[config.mk]
export PLATFORM = sky130hd
export DESIGN_NAME = bsfeu_core
export DESIGN_NICKNAME = d
export VERILOG_FILES = /design/src/include/bsfeu_pkg.sv /design/src/core/bsfeu_core.sv
export SDC_FILE = /design/constraint.sdc
export NUM_CORES = 1
export LEC_CHECK = 0
export BUFFER_PORTS_ARGS = -buffer_cell sky130_fd_sc_hd__buf_4
export CAP_MARGIN = 30
export CORE_MARGIN = 5
export CORE_UTILIZATION = 45
export DETAILED_ROUTE_END_ITERATION = 7
export GPL_ROUTABILITY_DRIVEN = 0
export GPL_TIMING_DRIVEN = 0
export PLACE_DENSITY = 0.66
export SYNTH_ARGS = -nofsm -noshare
export SYNTH_HDL_FRONTEND = slang
export SYNTH_SLANG_ARGS = --single-unit
[constraint.sdc]
create_clock -name MCLK -period 2.8 [get_ports MCLK]
set_input_delay 0.42 -clock MCLK [delete_from_list [all_inputs] [get_ports MCLK]]
set_output_delay 0.42 -clock MCLK [all_outputs]
set_load 0.005 [all_outputs]
[src/include/bsfeu_pkg.sv]
package bsfeu_pkg;

   // ----------------------------------------
   // Status flag bit positions
   // ----------------------------------------
   localparam int unsigned FLAG_C = 0;
   localparam int unsigned FLAG_Z = 1;
   localparam int unsigned FLAG_N = 2;
   localparam int unsigned FLAG_V = 3;
   localparam int unsigned FLAG_S = 4;
   localparam int unsigned FLAG_H = 5;
   localparam int unsigned FLAG_T = 6;
   localparam int unsigned FLAG_I = 7;

   // ----------------------------------------
   // Reset values and cycle counts
   // ----------------------------------------
   localparam logic [7:0] FLAGS_RST = 8'h00;
   localparam logic [7:0] DATA_RST = 8'h00;
   localparam logic [4:0] ADDR_RST = 5'h00;
   localparam logic [1:0] CYC_LONG = 2'h2;

   // ----------------------------------------
   // Operation codes
   // ----------------------------------------
   typedef enum logic [3:0] {
      NOP_OP = 4'b0000,
      IO_BIT_SET_OP = 4'b0001,
      IO_BIT_CLEAR_OP = 4'b0010,
      LOGICAL_LEFT_SHIFT_OP = 4'b0011,
      LOGICAL_RIGHT_SHIFT_OP = 4'b0100,
      ROTATE_LEFT_CARRY_OP = 4'b0101,
      ROTATE_RIGHT_CARRY_OP = 4'b0110,
      ARITH_RIGHT_SHIFT_OP = 4'b0111,
      NIBBLE_SWAP_OP = 4'b1000,
      STATUS_BIT_SET_OP = 4'b1001,
      STATUS_BIT_CLEAR_OP = 4'b1010,
      REG_BIT_TO_TRANSFER_FLAG_OP = 4'b1011,
      TRANSFER_FLAG_TO_REG_BIT_OP = 4'b1100,
      STACK_PUSH_OP = 4'b1101,
      STACK_POP_OP = 4'b1110
   } bsfeu_op_e;

   typedef enum logic [1:0] {
      ST_IDLE = 2'b00,
      ST_SECOND = 2'b01
   } bsfeu_state_e;

   // Decoded instruction from the decoder
   typedef struct packed {
      logic valid;
      bsfeu_op_e op;
      logic [2:0] bsel;
      logic [4:0] addr;
      logic [7:0] operand;
   } bsfeu_instr_s;

   // Write-back produced toward register file, I/O or stack
   typedef struct packed {
      logic reg_we;
      logic io_we;
      logic push;
      logic pop;
      logic [4:0] addr;
      logic [7:0] data;
   } bsfeu_wb_s;

   typedef struct packed {
      bsfeu_state_e state;
      bsfeu_op_e op;
      logic [1:0] cyc;
      logic [2:0] bsel;
      logic [7:0] operand;
      logic [7:0] flags;
      bsfeu_wb_s wb;
      logic done;
      logic busy;
   } bsfeu_state_s;

endpackage
[src/core/bsfeu_core.sv]
// Overview of operation
// - I/O bit set writes one to selected bit, flags kept, two cycles.
// - I/O bit clear writes zero to selected bit, flags kept, two cycles.
// - Logical left shift, zero into bit 0, updates Z C N V, one cycle.
// - Logical right shift, zero into bit 7, updates Z C N V, one cycle.
// - Rotate left through carry, old bit 7 to carry, one cycle.
// - Rotate right through carry, old bit 0 to carry, one cycle.
// - Arithmetic right shift keeps sign bit, updates Z C N V, one cycle.
// - Nibble swap exchanges halves, flags unchanged, one cycle.
// - Status bit set writes one to chosen flag only, one cycle.
// - Copy selected register bit into transfer flag only, one cycle.
// - Copy transfer flag into selected register bit, flags kept, one cycle.
// - Named flags C N Z I S individually set or cleared, one cycle.
// - Overflow flag forced to one or zero alone, one cycle.
// - Half-carry flag forced to one or zero alone, one cycle.
// - Push places source register on stack in two cycles, flags kept.
// - Pop loads destination register from stack in two cycles, flags kept.
`timescale 1ns/100ps
`default_nettype none

module bsfeu_core (
   // Clock and reset
   input wire logic MCLK,
   input wire logic NRST,
   // Instruction from decoder, held for two-cycle ops
   input wire bsfeu_pkg::bsfeu_instr_s INSTR,
   // Stack data returned for a pop
   input wire logic [7:0] STACK_RDATA,
   // Write-back and status
   output var bsfeu_pkg::bsfeu_wb_s WB,
   output var logic [7:0] STATUS_FLAGS,
   output var logic DONE,
   output var logic BUSY
);

   bsfeu_pkg::bsfeu_state_s s_reg;
   bsfeu_pkg::bsfeu_state_s s_next;

   // ----------------------------------------
   // Helpers
   // ----------------------------------------
   function automatic logic [7:0] bit_mask(input logic [2:0] b);
      bit_mask = 8'h01 << b;
   endfunction

   // Flags after a shift: Z, N, V from result and new carry
   // V uses the new N and C, so callers pass the carry out of the shift
   function automatic logic [7:0] shift_flags(input logic [7:0] f, input logic [7:0] r,
                                              input logic c);
      logic [7:0] o;
      o = f;
      o[bsfeu_pkg::FLAG_C] = c;
      o[bsfeu_pkg::FLAG_Z] = (r == 8'h00);
      o[bsfeu_pkg::FLAG_N] = r[7];
      o[bsfeu_pkg::FLAG_V] = r[7] ^ c;
      shift_flags = o;
   endfunction

   // ----------------------------------------
   // Next state
   // ----------------------------------------
   always_comb begin
      logic [7:0] d;
      logic [7:0] r;
      logic c;
      d = INSTR.operand;
      r = 8'h00;
      c = s_reg.flags[bsfeu_pkg::FLAG_C];
      s_next = s_reg;
      s_next.wb = '0;
      s_next.done = 1'b0;
      unique case (s_reg.state)
         bsfeu_pkg::ST_IDLE: begin
            s_next.busy = 1'b0;
            if (INSTR.valid) begin
               s_next.op = INSTR.op;
               s_next.bsel = INSTR.bsel;
               s_next.operand = INSTR.operand;
               s_next.wb.addr = INSTR.addr;
               unique case (INSTR.op)
                  // Two-cycle ops: the write lands in the second cycle
                  bsfeu_pkg::IO_BIT_SET_OP, bsfeu_pkg::IO_BIT_CLEAR_OP,
                  bsfeu_pkg::STACK_PUSH_OP, bsfeu_pkg::STACK_POP_OP: begin
                     s_next.state = bsfeu_pkg::ST_SECOND;
                     s_next.cyc = 2'h1;
                     s_next.busy = 1'b1;
                  end
                  bsfeu_pkg::LOGICAL_LEFT_SHIFT_OP: begin
                     r = {d[6:0], 1'b0};
                     s_next.flags = shift_flags(s_reg.flags, r, d[7]);
                  end
                  bsfeu_pkg::LOGICAL_RIGHT_SHIFT_OP: begin
                     r = {1'b0, d[7:1]};
                     s_next.flags = shift_flags(s_reg.flags, r, d[0]);
                  end
                  bsfeu_pkg::ROTATE_LEFT_CARRY_OP: begin
                     r = {d[6:0], c};
                     s_next.flags = shift_flags(s_reg.flags, r, d[7]);
                  end
                  bsfeu_pkg::ROTATE_RIGHT_CARRY_OP: begin
                     r = {c, d[7:1]};
                     s_next.flags = shift_flags(s_reg.flags, r, d[0]);
                  end
                  bsfeu_pkg::ARITH_RIGHT_SHIFT_OP: begin
                     r = {d[7], d[7:1]};
                     s_next.flags = shift_flags(s_reg.flags, r, d[0]);
                  end
                  bsfeu_pkg::NIBBLE_SWAP_OP: begin
                     r = {d[3:0], d[7:4]};
                  end
                  bsfeu_pkg::STATUS_BIT_SET_OP: begin
                     // Covers named C N Z I S V H T set forms
                     s_next.flags = s_reg.flags | bit_mask(INSTR.bsel);
                  end
                  bsfeu_pkg::STATUS_BIT_CLEAR_OP: begin
                     s_next.flags = s_reg.flags & ~bit_mask(INSTR.bsel);
                  end
                  bsfeu_pkg::REG_BIT_TO_TRANSFER_FLAG_OP: begin
                     s_next.flags[bsfeu_pkg::FLAG_T] = d[INSTR.bsel];
                  end
                  bsfeu_pkg::TRANSFER_FLAG_TO_REG_BIT_OP: begin
                     r = d;
                     r[INSTR.bsel] = s_reg.flags[bsfeu_pkg::FLAG_T];
                  end
                  default: begin
                  end
               endcase
               if (s_next.state == bsfeu_pkg::ST_IDLE) begin
                  s_next.done = 1'b1;
                  s_next.wb.data = r;
                  s_next.wb.reg_we = INSTR.op inside {bsfeu_pkg::LOGICAL_LEFT_SHIFT_OP,
                     bsfeu_pkg::LOGICAL_RIGHT_SHIFT_OP, bsfeu_pkg::ROTATE_LEFT_CARRY_OP,
                     bsfeu_pkg::ROTATE_RIGHT_CARRY_OP, bsfeu_pkg::ARITH_RIGHT_SHIFT_OP,
                     bsfeu_pkg::NIBBLE_SWAP_OP, bsfeu_pkg::TRANSFER_FLAG_TO_REG_BIT_OP};
               end
            end
         end
         bsfeu_pkg::ST_SECOND: begin
            // Decoder holds the instruction here; flags are left alone
            s_next.state = bsfeu_pkg::ST_IDLE;
            s_next.cyc = bsfeu_pkg::CYC_LONG;
            s_next.busy = 1'b0;
            s_next.done = 1'b1;
            s_next.wb.addr = s_reg.wb.addr;
            unique case (s_reg.op)
               bsfeu_pkg::IO_BIT_SET_OP: begin
                  s_next.wb.io_we = 1'b1;
                  s_next.wb.data = s_reg.operand | bit_mask(s_reg.bsel);
               end
               bsfeu_pkg::IO_BIT_CLEAR_OP: begin
                  s_next.wb.io_we = 1'b1;
                  s_next.wb.data = s_reg.operand & ~bit_mask(s_reg.bsel);
               end
               bsfeu_pkg::STACK_PUSH_OP: begin
                  s_next.wb.push = 1'b1;
                  s_next.wb.data = s_reg.operand;
               end
               bsfeu_pkg::STACK_POP_OP: begin
                  // Stack top is taken in this cycle; the pointer moves on the pop strobe
                  s_next.wb.pop = 1'b1;
                  s_next.wb.reg_we = 1'b1;
                  s_next.wb.data = STACK_RDATA;
               end
               default: begin
               end
            endcase
         end
         default: begin
            s_next.state = bsfeu_pkg::ST_IDLE;
         end
      endcase
   end

   always_ff @(posedge MCLK or negedge NRST) begin
      if (!NRST) begin
         s_reg <= '{state: bsfeu_pkg::ST_IDLE, op: bsfeu_pkg::NOP_OP, cyc: 2'h0,
                    bsel: 3'h0, operand: bsfeu_pkg::DATA_RST, flags: bsfeu_pkg::FLAGS_RST,
                    wb: '0, done: 1'b0, busy: 1'b0};
      end else begin
         s_reg <= s_next;
      end
   end

   assign WB = s_reg.wb;
   assign STATUS_FLAGS = s_reg.flags;
   assign DONE = s_reg.done;
   assign BUSY = s_reg.busy;
endmodule

`default_nettype wire

Word-level counts from Yosys, hierarchy flattened. Cells that the tools add are included.

Flip-flop bits (word level): 44. Latch bits: 0. Bits in writable memories: 0. Bits in read-only memories: 0. Output and inout port bits: 27. Logic and storage cells: 100. Memories kept: 0.

$add $sub $neg: 0. $mul: 0. Div/mod/pow operators: 0. Order comparisons: 2. Equality and inequality tests: 20. Shift-type cells: 2. Multiplexer cells: 26. Bitwise operators: 14. Reduce and logical (&&, ||, !) cells: 20.

Operator list (number): $pmux 8 s7 (1); $pmux 6 s7 (1); $eq 4x4->1 const B (9); $pmux 8 s4 (1); $pmux 15 s2 (1); $mux 28 (1); $logic_not 8->1 (3); $and 8x8->8 (2); $eq 4x3->1 const B (4); $not 8->8 (2); $or 8x8->8 (2); $shl 1x3->8 const A (2); $mux 15 (1); $logic_not 7->1 (2); $reduce_bool 7->1 (2); $eq 4x2->1 const B (3); $mux 2 (5); $mux 9 (1); $reduce_and 3->1 (3); $bwmux 8 (1); $eq 4x1->1 const B (2); $reduce_and 8->1 (1); $mux 1 (7); $not 1->1 (5); 17 further kinds (22).

Logic depth before layout (Yosys ltp). Gate-level depths: netlist (run 1).

Depth after elaboration: 9. Gate-level depth with buffers: 7. Gate-level depth less buffers: 5.

Least setup slack after synthesis (run 1). OpenSTA, ideal clock, no wires.

Kind: in2reg. Start point: in INSTR[13] (netlist name). End point: reg s_reg, in the netlist STATUS_FLAGS[2]. Library setup time: 0.121 ns. Arrival: 1.463 ns. Required time: 2.679 ns. Slack: 1.216 ns. Stages on the path: 6. Cells stage by stage: buf_2 > or3b_1 > nor3_1 > o21a_1 > o21ai_1 > a22o_1.

Word-level cells in the longest chain between the ends: 4. Elaborated cells on any way between the ends: 5.

RTL lines: start, declared (RTL line bsfeu_core.sv:26) `input wire bsfeu_pkg::bsfeu_instr_s INSTR,`; $shl 1x3->8 * (RTL line bsfeu_core.sv:43) `bit_mask = 8'h01 << b;`; $not 8->8 (RTL line bsfeu_core.sv:116) `s_next.flags = s_reg.flags & ~bit_mask(INSTR.bsel);`; $and 8x8->8 (RTL line bsfeu_core.sv:116); $pmux 6 s7 * (RTL line bsfeu_core.sv:80) `unique case (INSTR.op)`; end signal, assigned (RTL line bsfeu_core.sv:176) `s_reg <= '{state: bsfeu_pkg::ST_IDLE, op: bsfeu_pkg::NOP_OP, cyc: 2'h0,`; end signal, assigned (RTL line bsfeu_core.sv:180) `s_reg <= s_next;`; end, declared (RTL line bsfeu_core.sv:36) `bsfeu_pkg::bsfeu_state_s s_reg;`.

Every way passes the cells marked *; elsewhere a longest branch is shown, timed or not. A chain may end at the register's enable or synchronous reset.

==> results of run 1 <==
[stage by stage]
stage | hold slack [ns] | instances | area [sq um] | power (uW)
2_1_floorplan | 0.1244 | 397 | 3276 | 1114
3_3_place_gp | 0.4432 | 545 | 3767 | 1284
3_5_place_dp | 0.4504 | 545 | 3767 | 1295
4_1_cts | 0.1293 | 553 | 3879 | 1782
5_1_grt | 0.1503 | 553 | 3879 | 1879
6_report | 0.1042 | 553 | 3879 | 1771
[cells by family after synthesis]
| logic type | Yosys count |
|---|---|
| multiplexers | 18 |
| buffers and inverters | 64 |
| AO/OA/AOI/OAI | 113 |
| XOR/XNOR | 4 |
| AND/OR/NAND/NOR | 153 |
| other | 1 |
| flip-flops | 44 |
[cells in the final DEF, fill, tap and decap left out, types with 3 or more instances in the layout]
cell type / netlist / layout
nor2_1: 22 / 22
a21oi_1: 20 / 20
or3b_1: 3 / 3
clkbuf_1: 17 / 17
nor3b_1: 3 / 3
nor3_1: 5 / 5
mux2i_1: 16 / 16
nand2b_1: 12 / 12
a21o_1: 3 / 3
buf_2: 16 / 16
o22ai_1: 17 / 17
o22a_1: 5 / 5
dfrtp_1: 44 / 44
o21ai_0: 11 / 11
buf_4: 26 / 75
a22oi_1: 24 / 24
o21ai_1: 6 / 6
nand3b_1: 5 / 5
nor3b_2: 3 / 3
clkbuf_8: 0 / 5
nor2b_1: 10 / 10
o21a_1: 5 / 5
xor2_1: 3 / 3
a31oi_1: 8 / 8
nand3_1: 10 / 10
nand2_1: 66 / 66
[worst max-delay path, stage by stage (launching register included)]
cell and delay (ns):
dfrtp_1 0.38, clkbuf_1 0.21, nor3b_2 0.50, o211ai_2 0.35, o22ai_1 0.29
[per-layer routing]
layer / global-route usage (%) / up-vias
met4: 5.529 / 0
met5: 0 / -
met3: 2.841 / 15
met2: 31.95 / 129
met1: 28.95 / 1438
li1: - / 1501
[cell type report]
cell class | instances | share of cell area [%]
multi-input combinational | 289 | 46.45
sequential | 44 | 28.39
timing repair buffer | 49 | 9.484
buffer | 61 | 9.323
tap | 99 | 3.194
clock buffer | 5 | 1.774
clock inverter | 3 | 1.097
inverter | 3 | 0.2903
[worst max-delay path by stage]
stage	endpoint	cells after the start	startpoint
2_1_floorplan	STATUS_FLAGS[2]$_DFFE_PN0P_	6	INSTR[13]
3_3_place_gp	WB[2]$_DFF_PN0_	7	INSTR[16]
3_5_place_dp	WB[3]$_DFF_PN0_	7	INSTR[16]
4_1_cts	WB[6]$_DFF_PN0_	4	s_reg[44]$_DFFE_PN0P_
5_1_grt	s_reg[32]$_DFFE_PN0P_	5	s_reg[44]$_DFFE_PN0P_
6_report	WB[6]$_DFF_PN0_	4	s_reg[44]$_DFFE_PN0P_
[synthesized netlist by cell type, types with 11 or more instances]
| cell | n | area [sq um] |
|---|---|---|
| nand2b_1 | 12 | 75.07 |
| nor2_1 | 22 | 82.58 |
| clkbuf_1 | 17 | 63.81 |
| o22ai_1 | 17 | 106.4 |
| a21oi_1 | 20 | 100.1 |
| a22oi_1 | 24 | 180.2 |
| buf_2 | 16 | 80.08 |
| o21ai_0 | 11 | 55.05 |
| buf_4 | 26 | 195.2 |
| dfrtp_1 | 44 | 1101 |
| mux2i_1 | 16 | 160.2 |
| nand2_1 | 66 | 247.7 |
[power by group through the flow]
stage                     Combinational, uW  Clock [uW]  Sequential [uW]
after floorplan                         367           0              747
after global placement                  522           0              763
after detailed placement                531           0              764
after CTS                               533         497              752
after global routing                    598         519              761
final                                   534         486              752
==> impl_metrics.tcl, run 1 <==
set metrics [dict create \
    r2r_cells 4 \
    yosys_register_bits 44 \
    ys_types 55 \
    power_frac_seq_pct 42.4 \
    clk_latency_ns 0.30 \
    htreeDepth 2 \
    synthAdderAreaFrac_pct 0 \
    ys_seq_area_share_pct 33.61 \
    ant_nets 0 \
    wl_met3_microns 637 \
    ff2ff_setup_slack_ns 0.98 \
    die-area_sq_um 9086 \
    topRoutingLayerUsed "met4" \
    path_class "register to register" \
    cts.repair.resized 0 \
    required_ns 3.01 \
    drive_gt1_share_pct 25.33 \
    initial_core_util_pct 45.65 \
    synth_compound_area_share_pct 23.30 \
    cp_max_fo 10 \
    slew_violations 0 \
    min_period_over_period_pct 64.91 \
    final_hold_viol_count 0 \
    clkSinkCount 44 \
    synth_edf_count 0 \
    dr_wl_met2_microns 4017 \
    die_x_microns 95.32 \
    tightest_slew_ns 0.6118 \
    regArea_sq_um 1101 \
    antenna_found_initial 0 \
    r2r-start "s_reg[44]$_DFFE_PN0P_" \
    cp-end-kind "register" \
    clock-root-buffer "clkbuf_8" \
    die_y_microns 95.32 \
    syn-mean-instance-area_sq_um 8.251 \
    p_per_area_nw_per_um2 456.7 \
    hpwl_microns 6515 \
    synth_xor_area_share_pct 1.070 \
    arrival_ns 2.02 \
    final.setup_skew_ns 0.005818 \
    grt_max_degree 45 \
    outcome "completed" \
    io_buffers 49 \
    layout_setup_ws_ns 0.9826 \
    multi_input_area_sq_um 1802 \
    nets 484 \
    cts-hold-fix-buffers 0 \
    drc 0 \
    firstDrtPassIters 4 \
    relSlewSlack_pct 58.94 \
    final_util_pct 54.05 \
    power_frac_comb_pct 30.1 \
    place_ws_ns 0.8387 \
    synth_cells 397 \
    ir_drop_v 0.0002361 \
    finalSetupTns_ns 0 \
    wl_met1_microns 3935 \
    rsz0062_at_grt "false" \
    leakage_uw 0.001741 \
    io_pins 58 \
    async_flop_share_pct 100.0 \
    cts_tree "yes" \
    post-cts-setup-buffers 0 \
    finalSetupViolations 0 \
    power_switching_uw 563.6 \
    r2r-end "WB[6]$_DFF_PN0_" \
    dr_total_vias 3083 \
    synth.area.mux_share_pct 6.264 \
    synth-simple-area-share_pct 24.26 \
    grt-ovfl-total 0 \
    syn_nets 428 \
    syn_area_sq_um 3276 \
    synth_flop_cell "dfrtp_1" \
    drt-total-wl_microns 8726 \
    drt_iter0_drc 234 \
    path_clk_slew_ns 0.08 \
    diodes 0 \
    hp-class "input pin to async pin" \
    cap_violations 0 \
    grt_usage_pct 20.24 \
    p_int_uw 1208 \
    yosysWarnings 0 \
    fmax_mhz 550.2 \
    area_growth_pct 18.41 \
    synth_top_family_by_area "simple AND/OR/NAND/NOR gates" \
    std_cell_rows 31 \
    clockPowerShare_pct 27.4 \
    period_minus_slack_ns 1.817 \
    grt_pass1_vias 2909 \
    cts_made_buffers 5 \
    core_sq_um 7176 \
    swShare_pct 31.82 \
    crit_path_start_kind "register" \
    cts.path.max_buffers 2 \
    grt_pass1_wl_microns 14460 \
    fillCellCount 700 \
    via_per_inst 5.575 \
    wire_per_inst_microns 15.78 \
]
Power figures use the tool's default switching activity.
==> run 2: changes to the inputs <==
==> constraint.sdc (replaced) <==
create_clock -name MCLK -period 1.85 [get_ports MCLK]
set_input_delay 0.2775 -clock MCLK [delete_from_list [all_inputs] [get_ports MCLK]]
set_output_delay 0.2775 -clock MCLK [all_outputs]
set_load 0.005 [all_outputs]
==> impl_metrics.tcl, run 2 (same netlist as run 1, synthesis figures left out) <==
set metrics [dict create \
    outcome "completed" \
    period_minus_slack_ns 1.680 \
    relSlewSlack_pct 59.69 \
    final_cells 554 \
    finalSetupTns_ns 0 \
    arrival_ns 1.87 \
    drc 0 \
    diodes 0 \
    die_x_microns 95.32 \
    slew_violations 0 \
    required_ns 2.04 \
    final_util_pct 54.35 \
    grt-ovfl-total 0 \
    finalSetupViolations 0 \
    clk_latency_ns 0.30 \
    grt_max_degree 45 \
    die-area_sq_um 9086 \
    core_sq_um 7176 \
    drive_gt1_share_pct 25.71 \
    r2r-start "s_reg[45]$_DFFE_PN0P_" \
    cts_made_buffers 5 \
    grt_pass1_wl_microns 14490 \
    die_y_microns 95.32 \
    antenna_found_initial 0 \
    std_cell_rows 31 \
    drt-total-wl_microns 8732 \
    nets 485 \
    area_growth_pct 19.06 \
    ir_drop_v 0.0003566 \
    crit_path_start_kind "register" \
    dr_total_vias 3069 \
    hold-worst-slack_ns 0.2233 \
    path_class "register to register" \
    hp-class "input pin to register" \
    p_per_area_nw_per_um2 688.1 \
    layout_commonest_cell "buf_4" \
    dp_cells 545 \
    final.setup_skew_ns 0.006133 \
    clock-root-buffer "clkbuf_8" \
    cts_tree "yes" \
    clkSinkCount 44 \
    grt_pass1_vias 2919 \
    io_buffers 49 \
    cp_max_fo 10 \
    hold_start "INSTR[9]" \
    cp-end-kind "register" \
    leakage_uw 0.001749 \
    io_pins 58 \
    ff2ff_setup_slack_ns 0.17 \
    htreeDepth 2 \
    r2r_cells 6 \
    tightest_slew_ns 0.6014 \
    r2r-end "STATUS_FLAGS[0]$_DFFE_PN0P_" \
    via_per_inst 5.540 \
    hold_depth 3 \
    grt_usage_pct 20.27 \
    hold_end "WB[9]$_DFFE_PN0N_" \
    min_period_over_period_pct 90.79 \
    post-cts-setup-buffers 0 \
    firstDrtPassIters 4 \
    rsz0062_at_grt "false" \
    drt_iter0_drc 191 \
    final_hold_viol_count 0 \
    cts.path.max_buffers 2 \
    fmax_mhz 595.4 \
    cap_violations 0 \
    path_clk_slew_ns 0.08 \
    final_cell_mix "75 x buf_4, 66 x nand2_1, 44 x dfrtp_1, 24 x a22oi_1, 22 x nor2_1" \
    wire_per_inst_microns 15.76 \
    hpwl_microns 6515 \
    ant_nets 0 \
    initial_core_util_pct 45.65 \
]
==> run 2: cell count changes in the layout (fill, tap and decap cells not counted), sizes merged <==
cell,change
dlygate4sd3,+1
==> run 2: final cells by class <==
| cell class | instances | area [sq um] |
|---|---|---|
| plain buffers | 61 | 362.8 |
| clock buffers | 5 | 68.82 |
| clock inverters | 3 | 42.54 |
| fillers | 698 | 3276 |
| inverters | 3 | 11.26 |
| multi-input cells | 289 | 1812 |
| flip-flops and latches | 44 | 1101 |
| well taps | 99 | 123.9 |
| repair buffers | 50 | 377.9 |
==> run 2: timing repair <==
action / 4_1_cts / 5_1_grt
hold buffers: 1 / 0
endpoints found under the setup margin: 0 / 18
gates resized for setup: 0 / 4
endpoints found under the hold margin: 44 / 0
==> run 2: where the power goes <==
part / switching (uW) / internal [uW]
Sequential: 85.3 / 1050
Combinational: 435 / 379
Clock: 333 / 400
==> run 2: worst max path at each step <==
| stage | start | cells past startpoint | end | slack (ns) |
|---|---|---|---|---|
| 3_5_place_dp | INSTR[16] | 7 | WB[3]$_DFF_PN0_ | 0.03 |
| 5_1_grt | s_reg[44]$_DFFE_PN0P_ | 5 | s_reg[32]$_DFFE_PN0P_ | 0.06 |
| 3_3_place_gp | s_reg[44]$_DFFE_PN0P_ | 4 | WB[4]$_DFF_PN0_ | 0.04 |
| 6_report | s_reg[45]$_DFFE_PN0P_ | 6 | STATUS_FLAGS[0]$_DFFE_PN0P_ | 0.17 |
| 2_1_floorplan | s_reg[45]$_DFFE_PN0P_ | 6 | STATUS_FLAGS[0]$_DFFE_PN0P_ | 0.28 |
| 4_1_cts | s_reg[44]$_DFFE_PN0P_ | 4 | WB[6]$_DFF_PN0_ | 0.05 |
==> run 2: worst max-delay path, stage by stage, from the launching register on <==
cell and delay, ns:
dfrtp_1 0.38, buf_6 0.14, or3b_4 0.40, buf_6 0.16, a31oi_4 0.23, nand2_1 0.07, o22a_1 0.19
==> run 2: through the flow <==
step	cell area [sq um]	setup WS, ns	power, uW
2_1_floorplan	3276	0.2832	1687
3_3_place_gp	3767	0.03689	1944
3_5_place_dp	3767	0.03119	1960
4_1_cts	3889	0.05063	2698
5_1_grt	3900	0.05715	2849
6_report	3900	0.1703	2683
==> run 2: metal layers <==
metal / vias up / GRT usage (%) / part of all wire, %
li1: 1503 / - / -
met1: 1432 / 28.95 / 46
met2: 120 / 32.07 / 46
met3: 14 / 2.841 / 6.9
met4: 0 / 5.529 / 1.5
met5: - / 0 / 0
==> run 3: changes to the inputs <==
--- a/config.mk
+++ b/config.mk
@@ -7,7 +7,7 @@
 export LEC_CHECK = 0
 export BUFFER_PORTS_ARGS = -buffer_cell sky130_fd_sc_hd__buf_4
 export CAP_MARGIN = 30
-export CORE_MARGIN = 5
+export CORE_MARGIN = 4
 export CORE_UTILIZATION = 45
 export DETAILED_ROUTE_END_ITERATION = 7
 export GPL_ROUTABILITY_DRIVEN = 0
==> impl_metrics.tcl, run 3 (same netlist as run 1, synthesis figures left out) <==
set metrics [dict create \
    drc 0 \
    grt_pass1_vias 2910 \
    dr_total_vias 3151 \
    cp_max_fo 10 \
    drt_iter0_drc 212 \
    r2r-start "s_reg[44]$_DFFE_PN0P_" \
    cts_tree "yes" \
    layout_setup_ws_ns 0.06582 \
    fmax_mhz 560.5 \
    outcome "completed" \
    antenna_found_initial 0 \
    die_x_microns 93.32 \
    finalSetupViolations 0 \
    cp_slowest_cell "clkbuf_1" \
    io_pins 58 \
    required_ns 2.06 \
    grt_max_degree 45 \
    nets 487 \
    tightest_slew_ns 0.6450 \
    wire_per_inst_microns 15.97 \
    crit_chain "clkbuf_1, nand2b_1, a21oi_1, o21ai_1, o22ai_1" \
    startpoint "s_reg[44]$_DFFE_PN0P_" \
    leakage_uw 0.001758 \
    final_cell_mix "77 x buf_4, 66 x nand2_1, 44 x dfrtp_1, 24 x a22oi_1, 22 x nor2_1" \
    die-area_sq_um 8709 \
    hpwl_microns 6308 \
    final_cell_area_sq_um 3908 \
    htreeDepth 2 \
    cp-end-kind "register" \
    path_clk_slew_ns 0.09 \
    relSlewSlack_pct 56.76 \
    grt-ovfl-total 0 \
    path_class "register to register" \
    cap_violations 0 \
    std_cell_rows 30 \
    final_hold_viol_count 0 \
    cpLargestDelayFamily "compound AO/OA/AOI/OAI gates" \
    place_area_sq_um 3764 \
    area_growth_pct 19.29 \
    cts.path.max_buffers 2 \
    cts_made_buffers 5 \
    ant_nets 0 \
    drt-total-wl_microns 8832 \
    place_ws_ns 0.03847 \
    hp-class "input pin to register" \
    initial_core_util_pct 47.17 \
    path_buf_inv 1 \
    io_buffers 49 \
    period_minus_slack_ns 1.784 \
    min_period_over_period_pct 96.44 \
    ir_drop_v 0.0004232 \
    clock-root-buffer "clkbuf_8" \
    crit_path_start_kind "register" \
    grt_usage_pct 20.46 \
    drive_gt1_share_pct 25.38 \
    grt_pass1_wl_microns 14330 \
    core_sq_um 6944 \
    slew_violations 0 \
    diodes 0 \
    hold_start "INSTR[10]" \
    slowest_delay_ns 0.41 \
    clkSinkCount 44 \
    final.setup_skew_ns 0.005851 \
    arrival_ns 1.99 \
    via_per_inst 5.698 \
    p_per_area_nw_per_um2 690.9 \
    clk_latency_ns 0.30 \
    die_y_microns 93.32 \
    final_util_pct 56.27 \
    finalSetupTns_ns 0 \
    firstDrtPassIters 5 \
    layout_commonest_cell "buf_4" \
]
## run 3: area by class of cell
type                       instances  area (sq um)
fill                             663          3037
multi-input combinational        289          1813
sequential                        44          1101
timing repair buffer              52         392.9
buffer                            61         361.6
tap                               96         120.1
clock buffer                       6         72.57
clock inverter                     2         35.03
inverter                           3         11.26
## run 3: tightest hold or removal path: cells and delay by family
family / cells / cell delay [ns]
AOI/OAI and AO/OA: 1 / 0.05
and+or+nand+nor: 1 / 0.07
buffers and inverters: 1 / 0.08
## run 3: where the power goes
part | switching [uW] | internal, uW | total (uW)
registers | 85.3 | 1050 | 1140
clock network | 338 | 401 | 740
logic | 439 | 385 | 823
total | 862 | 1840 | 2700
## run 3: timing repair
| action | in CTS | in global routing |
|---|---|---|
| hold buffers | 1 | 0 |
| resized for setup | 0 | 2 |
| endpoints found under the hold margin | 44 | 0 |
| endpoints found under the setup margin | 0 | 14 |
| buffers inserted | 0 | 2 |
## run 3: final timing paths
path / endpoint / cells past startpoint / slack (ns)
max reg2reg: WB[6]$_DFF_PN0_ / 5 / 0.07
min reg2reg: BUSY$_DFFE_PN0P_ / 1 / 0.49
max in group asynchronous: s_reg[45]$_DFFE_PN0P_ / 2 / 0.95
min in group asynchronous: WB[2]$_DFF_PN0_ / 2 / 0.51
max: WB[6]$_DFF_PN0_ / 5 / 0.07
min: WB[10]$_DFFE_PN0N_ / 3 / 0.22
## run 3: per-layer routing
layer	global-route usage (%)	vias to the layer above	part of all wire (%)
met4	5.250	0	0.86
met5	0	-	0
met3	3.298	6	7.6
met2	33.47	132	47
met1	28.12	1505	44
li1	-	1508	-
## run 3: stage by stage
stage,std cells,total power (uW),hold WS [ns]
3_5_place_dp,542,1958,0.3130
6_report,553,2700,0.2189
4_1_cts,551,2701,0.2179
3_3_place_gp,542,1939,0.3058
2_1_floorplan,397,1687,-0.01809
5_1_grt,553,2857,0.2360
